`config.mk`:
```
export PLATFORM = sky130hd
export DESIGN_NAME = prf_filter
export DESIGN_NICKNAME = d
export VERILOG_FILES = /design/src/hw/prf_pkg.sv /design/src/hw/prf_filter.sv
export VERILOG_INCLUDE_DIRS = /design/src /design/src/hw
export SDC_FILE = /design/constraint.sdc
export NUM_CORES = 1
export LEC_CHECK = 0
export ABC_AREA = 1
export BUFFER_PORTS_ARGS = -buffer_cell sky130_fd_sc_hd__buf_2
export CAP_MARGIN = 20
export CORE_ASPECT_RATIO = 1.1
export CORE_MARGIN = 5
export CORE_UTILIZATION = 47
export CTS_BUF_LIST = sky130_fd_sc_hd__clkbuf_16
export CTS_CLUSTER_SIZE = 25
export DETAILED_ROUTE_END_ITERATION = 7
export PLACE_DENSITY_LB_ADDON = 0.08
export SLEW_MARGIN = 5
export SYNTH_ARGS = -nofsm -noshare
export SYNTH_HDL_FRONTEND = slang
export SYNTH_SLANG_ARGS = --single-unit
```
`constraint.sdc`:
```
create_clock -name I_CLK -period 1.6 [get_ports I_CLK]
set_clock_uncertainty 0.1 [all_clocks]
set_input_delay 0.4 -clock I_CLK [delete_from_list [all_inputs] [get_ports I_CLK]]
set_output_delay 0.4 -clock I_CLK [all_outputs]
set_load 0.01 [all_outputs]
```
`src/hw/prf_consts.svh`:
```
// Register offsets, field positions and reset values of the physical request filter block
`ifndef PRF_CONSTS_SVH
`define PRF_CONSTS_SVH
`define PRF_OFS_FILT_SET   12'h118
`define PRF_OFS_FILT_CLR   12'h11C
`define PRF_OFS_UPPER      12'h120
`define PRF_OFS_CTX_SET    12'h180
`define PRF_OFS_CTX_CLR    12'h184
`define PRF_OFS_IRQ_STAT   12'h130
`define PRF_OFS_IRQ_MASK   12'h134
`define PRF_BIT_RUN        15
`define PRF_BIT_WAKE       12
`define PRF_BIT_DEAD       11
`define PRF_BIT_ACTIVE     10
`define PRF_SPD_HI         7
`define PRF_SPD_LO         5
`define PRF_EVT_HI         4
`define PRF_EVT_LO         0
`define PRF_FILT_RST       32'h0000_0000
`define PRF_CTX_WMASK      32'h0000_9000
`define PRF_IRQ_PHYS       0
`define PRF_IRQ_ASYNC      1
`define PRF_IRQ_DEAD       2
`define PRF_IRQ_FETCH      3
`endif

```
`src/hw/prf_pkg.sv`:
```
// Types of the physical request filter block
package prf_pkg;
	typedef enum logic [1:0] {
		PRF_ST_IDLE = 2'b00,
		PRF_ST_DATA = 2'b01
	} prf_bus_st_t;

	typedef struct packed {
		prf_bus_st_t bus_st;
		logic        wr;
		logic [11:0] addr;
		logic [31:0] filt;
		logic        run;
		logic        wake;
		logic        dead;
		logic        active;
		logic [2:0]  spd;
		logic [4:0]  evt;
		logic [3:0]  irq_stat;
		logic [3:0]  irq_mask;
		logic [31:0] rdata;
		logic        irq;
		logic        route_vld;
		logic        route_phys;
		logic        fetch_ack;
	} prf_state_t;
endpackage : prf_pkg

```
`src/hw/prf_filter.sv`:
```
// Physical request filter low, upper bound stub and async context control over AHB-Lite
`timescale 1ns/1ps
`default_nettype none
`include "prf_consts.svh"

// How it works
// RULE1 - Requests for physical context, already past async filter, recheck sender node here.
// RULE2 - Filter bit zero for sender: request goes to asynchronous request context.
// RULE3 - Filter bit n enables physical service for local node n, 0 to 31.
// RULE4 - Write ones at 118h sets, ones at 11Ch clears; resets to zero.
// RULE5 - Upper bound register at 120h reads zero, writes ignored.
// RULE6 - Context control set/clear register commands and reports; upper half reads zero.
// RULE7 - Reads at set or clear address return filter; zero bits change nothing.
// RULE8 - Bit 15 run set and cleared by software; device changes it only on reset.
// RULE9 - Bit 12 wake set by software, cleared by device at each descriptor fetch.
// RULE10 - Bit 11 dead set on fatal error, cleared when run cleared; bit 10 active.
// RULE11 - Bits 7:5 report speed, bits 4:0 hold acknowledge or error code.
module prf_filter
	import prf_pkg::*;
(
	// Clock and reset
	input  wire logic        I_CLK,
	input  wire logic        I_RST,
	// AHB-Lite slave
	input  wire logic        I_HSEL,
	input  wire logic [31:0] I_HADDR,
	input  wire logic [1:0]  I_HTRANS,
	input  wire logic        I_HWRITE,
	input  wire logic [2:0]  I_HSIZE,
	input  wire logic [31:0] I_HWDATA,
	input  wire logic        I_HREADY,
	output logic      [31:0] O_HRDATA,
	output logic             O_HREADYOUT,
	output logic             O_HRESP,
	// Received request check
	input  wire logic        I_REQ_VLD,
	input  wire logic [5:0]  I_REQ_NODE,
	input  wire logic        I_REQ_ASYNC_OK,
	output logic             O_ROUTE_VLD,
	output logic             O_ROUTE_PHYS,
	// Context engine status
	input  wire logic        I_DESC_FETCH,
	input  wire logic        I_FATAL_ERR,
	input  wire logic        I_ACTIVE,
	input  wire logic        I_PKT_DONE,
	input  wire logic [2:0]  I_PKT_SPD,
	input  wire logic [4:0]  I_PKT_EVT,
	output logic             O_CTX_RUN,
	output logic             O_CTX_WAKE,
	// Interrupt
	output logic             O_IRQ
);

	prf_state_t st_ff;
	prf_state_t nxt_st;

	// ----------------------------------------
	// Helpers
	// ----------------------------------------
	function automatic logic [31:0] ctx_word(input prf_state_t s);
		logic [31:0] w;
		w = 32'h0000_0000;
		w[`PRF_BIT_RUN]             = s.run;
		w[`PRF_BIT_WAKE]            = s.wake;
		w[`PRF_BIT_DEAD]            = s.dead;
		w[`PRF_BIT_ACTIVE]          = s.active;
		w[`PRF_SPD_HI:`PRF_SPD_LO]  = s.spd;
		w[`PRF_EVT_HI:`PRF_EVT_LO]  = s.evt;
		return w;
	endfunction : ctx_word

	function automatic logic dph_wr_hit(input prf_state_t s, input logic [11:0] ofs);
		return (s.bus_st == PRF_ST_DATA) && s.wr && (s.addr == ofs);
	endfunction : dph_wr_hit

	logic        addr_ph;
	logic        node_ok;
	logic [31:0] wset;
	logic [31:0] wclr;
	logic [31:0] rd_val;
	logic [3:0]  ev;

	// ----------------------------------------
	// Next state
	// ----------------------------------------
	always_comb begin
		nxt_st  = st_ff;
		addr_ph = I_HSEL && I_HREADY && I_HTRANS[1];
		wset    = 32'h0000_0000;
		wclr    = 32'h0000_0000;
		rd_val  = 32'h0000_0000;
		ev      = 4'h0;
		// Nodes 32 and above belong to the high filter, never accepted here
		node_ok = (I_REQ_NODE[5] == 1'b0) && st_ff.filt[I_REQ_NODE[4:0]];

		// Bus: zero wait states, write data applied in data phase
		if (st_ff.bus_st == PRF_ST_DATA && st_ff.wr) begin
			case (st_ff.addr)
				`PRF_OFS_FILT_SET: wset = I_HWDATA;
				`PRF_OFS_FILT_CLR: wclr = I_HWDATA;
				default: begin
				end
			endcase
		end
		if (addr_ph) begin
			nxt_st.bus_st = PRF_ST_DATA;
			nxt_st.wr     = I_HWRITE;
			nxt_st.addr   = I_HADDR[11:0];
		end else if (I_HREADY) begin
			nxt_st.bus_st = PRF_ST_IDLE;
		end

		// RULE4 - set and clear ports
		// RULE7 - zero bits leave filter alone
		nxt_st.filt = (st_ff.filt | wset) & ~wclr;

		// RULE8 - run only moved by software
		if (dph_wr_hit(st_ff, `PRF_OFS_CTX_SET)) begin
			if (I_HWDATA[`PRF_BIT_RUN])
				nxt_st.run = 1'b1;
			if (I_HWDATA[`PRF_BIT_WAKE])
				nxt_st.wake = 1'b1;
		end
		if (dph_wr_hit(st_ff, `PRF_OFS_CTX_CLR)) begin
			if (I_HWDATA[`PRF_BIT_RUN])
				nxt_st.run = 1'b0;
		end
		// RULE9 - fetch clears wake, fetch beats software set
		if (I_DESC_FETCH) begin
			nxt_st.wake = 1'b0;
			ev[`PRF_IRQ_FETCH] = 1'b1;
		end
		// RULE10 - dead set on error, cleared with run
		if (st_ff.run && !nxt_st.run)
			nxt_st.dead = 1'b0;
		if (I_FATAL_ERR) begin
			nxt_st.dead = 1'b1;
			ev[`PRF_IRQ_DEAD] = 1'b1;
		end
		nxt_st.active = I_ACTIVE;
		// RULE11 - speed and event code capture
		if (I_PKT_DONE) begin
			nxt_st.spd = I_PKT_SPD;
			nxt_st.evt = I_PKT_EVT;
		end

		// RULE1 - recheck node after async filter
		// RULE2 - disabled node falls back to async
		// RULE3 - bit index equals node number
		nxt_st.route_vld  = I_REQ_VLD && I_REQ_ASYNC_OK;
		nxt_st.route_phys = I_REQ_VLD && I_REQ_ASYNC_OK && node_ok;
		if (I_REQ_VLD && I_REQ_ASYNC_OK) begin
			ev[`PRF_IRQ_PHYS]  = node_ok;
			ev[`PRF_IRQ_ASYNC] = !node_ok;
		end

		// Read data, decided in address phase
		if (addr_ph && !I_HWRITE) begin
			case (I_HADDR[11:0])
				// RULE7 - both ports read the filter
				`PRF_OFS_FILT_SET,
				`PRF_OFS_FILT_CLR: rd_val = st_ff.filt;
				// RULE5 - upper bound always zero
				`PRF_OFS_UPPER:    rd_val = 32'h0000_0000;
				// RULE6 - upper half zero via ctx_word
				`PRF_OFS_CTX_SET,
				`PRF_OFS_CTX_CLR:  rd_val = ctx_word(st_ff);
				`PRF_OFS_IRQ_STAT: rd_val = {28'h0000000, st_ff.irq_stat};
				`PRF_OFS_IRQ_MASK: rd_val = {28'h0000000, st_ff.irq_mask};
				default:           rd_val = 32'h0000_0000;
			endcase
		end
		nxt_st.rdata = rd_val;

		// Interrupts: read clears, a new event in the same cycle wins
		if (addr_ph && !I_HWRITE && I_HADDR[11:0] == `PRF_OFS_IRQ_STAT)
			nxt_st.irq_stat = 4'h0;
		nxt_st.irq_stat = nxt_st.irq_stat | ev;
		if (dph_wr_hit(st_ff, `PRF_OFS_IRQ_MASK))
			nxt_st.irq_mask = I_HWDATA[3:0];
		nxt_st.irq = |(nxt_st.irq_stat & nxt_st.irq_mask);
		nxt_st.fetch_ack = I_DESC_FETCH;
	end

	// ----------------------------------------
	// State register
	// ----------------------------------------
	always_ff @(posedge I_CLK) begin
		if (I_RST) begin
			st_ff        <= '0;
			st_ff.filt   <= `PRF_FILT_RST;
			st_ff.bus_st <= PRF_ST_IDLE;
		end else begin
			st_ff <= nxt_st;
		end
	end

	// ----------------------------------------
	// Outputs
	// ----------------------------------------
	assign O_HRDATA     = st_ff.rdata;
	assign O_HREADYOUT  = 1'b1;
	assign O_HRESP      = 1'b0;
	assign O_ROUTE_VLD  = st_ff.route_vld;
	assign O_ROUTE_PHYS = st_ff.route_phys;
	assign O_CTX_RUN    = st_ff.run;
	assign O_CTX_WAKE   = st_ff.wake;
	assign O_IRQ        = st_ff.irq;

	// ----------------------------------------
	// Check helpers
	// ----------------------------------------
	logic rd_stat;
	logic evt_any;
	assign rd_stat = addr_ph && !I_HWRITE && (I_HADDR[11:0] == `PRF_OFS_IRQ_STAT);
	assign evt_any = I_DESC_FETCH || I_FATAL_ERR || (I_REQ_VLD && I_REQ_ASYNC_OK);
endmodule : prf_filter
`default_nettype wire

```
======== After elaboration in Yosys (flattened, before gate mapping) ========
Index checks and enable logic that the tools add are counted.
storage, ports and cells
  flip-flop bits (word level) ............. 101
  input port bits ......................... 94
  output and inout port bits .............. 39
  logic and storage cells ................. 79
operators by class
  magnitude comparators ................... 1
  equal/unequal tests ..................... 11
  muxes and demuxes ....................... 21
  bitwise gates (word level) .............. 7
  reductions and logical operators ........ 23
operators by type and width
  operator                                                                      number
  12-bit by 9-bit equality test with 1-bit output, second input constant        11
  32-bit 2-to-1 mux                                                             4
  32-bit one-hot mux with 4 select lines                                        1
  32-bit AND                                                                    1
  32-bit inverter                                                               1
  32-bit bitwise OR                                                             1
  1-bit logical AND                                                             12
  1-bit 2-to-1 mux                                                              11
  4-bit 2-to-1 mux                                                              2
  2-bit OR reduction                                                            4
  5-bit by 6-bit less-than comparator with 1-bit output, second input constant  1
  1-bit binary-select mux with 5-bit select                                     1
  4-bit AND                                                                     1
  2-bit 2-to-1 mux                                                              2
  4-bit bitwise OR                                                              1
  2-bit nonzero test                                                            2
  4-bit OR reduction                                                            1
  1-bit logical NOT                                                             3
  1-bit inverter                                                                2
  2-bit AND reduction                                                           1

======== Longest topological paths before layout ========
  depth after elaboration ................. 9
  gate-level depth with buffers ........... 16
  depth with buffers taken out ............ 14

======== Worst setup path after synthesis ========
Ideal clock, no wire load.
  kind .................................... input -> register
  start point ............................. input port I_HADDR[9]
  end point ............................... register st_ff, in the netlist O_IRQ
  setup time .............................. 0.109 ns
  arrival time ............................ 1.427 ns
  data required time ...................... 1.391 ns
  path slack .............................. -0.036 ns
  stages on the path ...................... 11
  buffers on the path ..................... 0
  path through ............................ nor2_2 -> nand2_4 -> nor3_1 -> nand2_1 -> nand2_1 -> a21oi_1 -> o21bai_1 -> clkinv_1 -> nand3_1 -> nand2_1 -> inv_1
between the ends
  cells in the longest elaborated chain, start to end .. 6
RTL lines
  item                                             RTL line           source
  start: declaration                               prf_filter.sv:26   input wire logic [31:0] I_HADDR,
  12-bit by 9-bit equality test with 1-bit output  --
  1-bit logical AND                                --
  4-bit 2-to-1 mux                                 prf_filter.sv:176  if (addr_ph && !I_HWRITE && I_HADDR[11:0] == `PRF_OFS_IRQ_STAT)
  4-bit bitwise OR                                 prf_filter.sv:178  nxt_st.irq_stat = nxt_st.irq_stat | ev;
  4-bit AND                                        prf_filter.sv:181  nxt_st.irq = |(nxt_st.irq_stat & nxt_st.irq_mask);
  4-bit OR reduction                               prf_filter.sv:181
  end signal: assignment                           prf_filter.sv:194  st_ff <= nxt_st;
  end: declaration                                 prf_filter.sv:54   prf_state_t st_ff;
No other way between the ends.
A chain may end at the register's enable or synchronous reset.

======== Worst setup path in the final report ========
  start point ............................. register st_ff[98] (netlist bit)
  end point ............................... register st_ff[76] (netlist bit)
between the ends
  cells in the longest elaborated chain, start to end .. 5
  elaborated cells between the ends (all ways) .. 9
  classes of those cells .................. 2 x eq/ne; 4 x mux; 3 x bitwise
RTL lines
  item                                                  RTL line           source
  12-bit by 9-bit equality test with 1-bit output       prf_filter.sv:98   case (st_ff.addr)
  32-bit 2-to-1 mux                                     prf_filter.sv:98
  32-bit 2-to-1 mux                                     prf_filter.sv:97   if (st_ff.bus_st == PRF_ST_DATA && st_ff.wr) begin
  32-bit bitwise OR or 32-bit inverter (tied branches)  prf_filter.sv:115  nxt_st.filt = (st_ff.filt | wset) & ~wclr;
  32-bit AND (*)                                        prf_filter.sv:115
Mark *: on every way between the ends. The rest lies on a longest branch, timed or not.

==> impl_results.md <==
* Final min period at between 1500 and 2000 ps
* Netlist Area Pre-Place at between 4000 and 5000 um2
* Largest net degree at the start of global routing at 34
* Core region area at between 9000 and 10000 um2
* Sequential share of power at between 50% and 60%
* RSZ-0062 raised after global routing: true
* Layout cells sized above 1 at roughly a third
* Leading cell types in the layout, fill and taps excluded: nand2_1, buf_2, dfxtp_1
* Sequential area share after synthesis at approximately 43%
* Vias per inst at roughly 5.0
* H-tree Lvls at 3
* Drt wl/cell at around 14 um
* Syn nets at approximately 730
* Startpoint Class: flop
* FF+latch count, synth at between 100 and 150
* # DRC at 0
* Finish-stage setup viols at 34
* Grt met1 use at 23.5%
* Simple-gate share of the synthesized area at between 20% and 30%
* Die width at approximately 100 um
* Final setup margin at -187 ps
* Post-synthesis adder-cell area fraction at 0%
* Total grt overflow at 0
* Global Route Usage Sum at between 10% and 20%
* DR pass1 iterations at 5
* GRT busiest layer: met2
* Largest family of logic cells by synthesized area: simple AND/OR/NAND/NOR gates
* Peak VDD IR at ~0.64 mV
* Total wire length at approximately 12000 um
* Full die area at roughly 12000 um2
* Commonest non-fill, non-tap cell in the layout: nand2_1
* Worst-Skew Late Latency at roughly 340 ps
* Hold Slack at 156 ps
* Clock Path Buffers at 2
* GR met2 Demand/Resource at a little over a third
* Post-synthesis xor/xnor area fraction at 0%
* Post-DP HPWL at ~8300 um
* Internal cell power at 0.00393 W
* # rows at 38
* FF/Latch Area at around 2000 um2
* Cts bufs inserted at 9
* Count of cell types in the netlist at 37
* Post-synthesis compound-gate area fraction at 16.7%
* Comb power frac at around 8.0%
* Num ports at roughly 130
* Ys Warns at 0
* Multi-input logic area at between 2000 and 2500 um2
* Fin crit share at 112%
* P_sw at between 0.001 and 0.0015 W
* Worst Path Max Fanout at 8
* Clock transition at path regs at 70 ps
* Vias in the first global route at 4294
* Fin. Hold Viols at 0
* Leak at roughly 2.7 nW
* Number of port buffers at around 110
* Met3 Use GR at 4.34%
* Post-route ant nets at 0
* First-pass GRT wire length at roughly 20000 um
* PwrDens at between 800 and 900 nW/um2
* # nets final at 839
* FILL cells at slightly above 900
* DRT iter0 DRCs at 169
* Crit Path Category: reg2reg
* Routed vias at 4335
* Fmax achieved at approximately 560 MHz
* Hold WC Path Type: in2reg
* Max-slew violations at 0
* CTS sink cnt at approximately 100
* Die H at 114 um
* Starting Density at between 40 and 50%
* Initial antenna violation count at 0
* Worst setup EP type: flop
* Mean post-synth cell area at about 7.4 um2
* Max Cap Viol at 0
* Inserted Diodes at 0
* Clk pwr share at 41.4%
* Mux share of post-synthesis cell area at 0%
* CTS tree: done
* Final Cell Area at about 6000 um2
* Failing checks: negative setup slack
* Gpl congestion at 0.859
* Clock root cell: clkbuf_16
* Area Growth Syn to Fin at 28.2%
* WP data arrival at between 1500 and 2000 ps
* Post-synthesis cell count at about 630
* Placed cell area at approximately 5300 um2
* CP Data Required Time at between 1500 and 2000 ps
* Status: finished with violations
* Sw frac at roughly 23%
cell families (layout without fill, tap and decap cells):
| group | after synthesis | after routing |
|---|---|---|
| buffers and inverters | 147 | 264 |
| other | 2 | 2 |
| AO/OA/AOI/OAI | 125 | 125 |
| flip-flops | 101 | 101 |
| AND/OR/NAND/NOR | 257 | 257 |
sequential cells by signal, summed over array words and instances (netlist names):
signal	cells
st_ff	64
O_HRDATA	32
O_CTX_RUN	1
O_CTX_WAKE	1
O_IRQ	1
O_ROUTE_PHYS	1
O_ROUTE_VLD	1
final cells by class:
class | count | share of cell area [%]
clock buffers | 9 | 3.77
flip-flops and latches | 101 | 33.9
multi-input cells | 384 | 34.7
inverters | 84 | 5.40
repair buffers | 165 | 18.8
clock inverters | 6 | 0.963
well taps | 120 | 2.51
final timing paths:
path / from / end / slack, ps / depth (start not counted)
setup / recovery: st_ff[98] / st_ff[76] / -190 / 9
hold / removal: I_ACTIVE / st_ff[52] / 160 / 3
hold reg to reg: st_ff[100] / st_ff[100] / 360 / 2
setup reg to reg: st_ff[98] / st_ff[76] / -190 / 9
timing repair:
action,4_1_cts,5_1_grt
gates cloned,4,1
setup buffers,12,5
gates resized for setup,14,44
hold buffers,0,0
endpoints found under the setup margin,33,39
pin swaps,2,12
critical path, stage by stage, from the launching register on:
cell,delay [ps]
dfxtp_1,300
inv_1,60
nand4_1,210
inv_2,150
nand2_4,70
nor3_4,250
buf_4,160
buf_12,130
a21oi_4,60
a211oi_2,210
synth_stat cells (all sizes together):
library cell / count / area, um2
nand3b: 1 / 7.51
a211oi: 33 / 248
clkbuf: 15 / 56.3
buf: 48 / 353
o21bai: 1 / 7.51
nor4: 2 / 12.5
a221oi: 1 / 8.76
o21ai: 27 / 135
conb: 2 / 7.51
nand3: 36 / 185
nor2: 91 / 369
nand2: 112 / 433
clkinv: 1 / 3.75
a21oi: 60 / 334
nand4: 5 / 37.5
nor3: 8 / 67.6
a31oi: 1 / 21.3
a41oi: 2 / 25.0
dfxtp: 101 / 2020
and3: 2 / 12.5
inv: 83 / 317
metrics by stage:
| step | setup TNS [ps] | utilization, % | worst slack (ps) | total power, W | cells |
|---|---|---|---|---|---|
| after global routing | -7900 | 61.1 | -264 | 0.00530 | 869 |
| after detailed placement | -3560 | 54.2 | -265 | 0.00301 | 838 |
| after CTS | -381 | 59.5 | -44.1 | 0.00512 | 868 |
| final | -5010 | 61.1 | -187 | 0.00510 | 869 |
| after floorplan | -14.9 | - | -14.9 | 0.00282 | 632 |
| after global placement | -3120 | 54.2 | -249 | 0.00301 | 838 |
metal layers:
layer  vias up  wire (um)
met2       123       6100
met3        15        736
met1      1967       5130
met5         -          0
met4         0        172
li1       2230          -
power by group through the flow:
stage / clock network (W) / logic, W / registers (W)
2_1_floorplan: 0 / 0.000193 / 0.00263
3_3_place_gp: 0 / 0.000376 / 0.00263
3_5_place_dp: 0 / 0.000381 / 0.00263
4_1_cts: 0.00215 / 0.000398 / 0.00258
5_1_grt: 0.00226 / 0.000458 / 0.00258
6_report: 0.00212 / 0.000409 / 0.00258
Note: power is estimated with default switching activity, not from simulation.
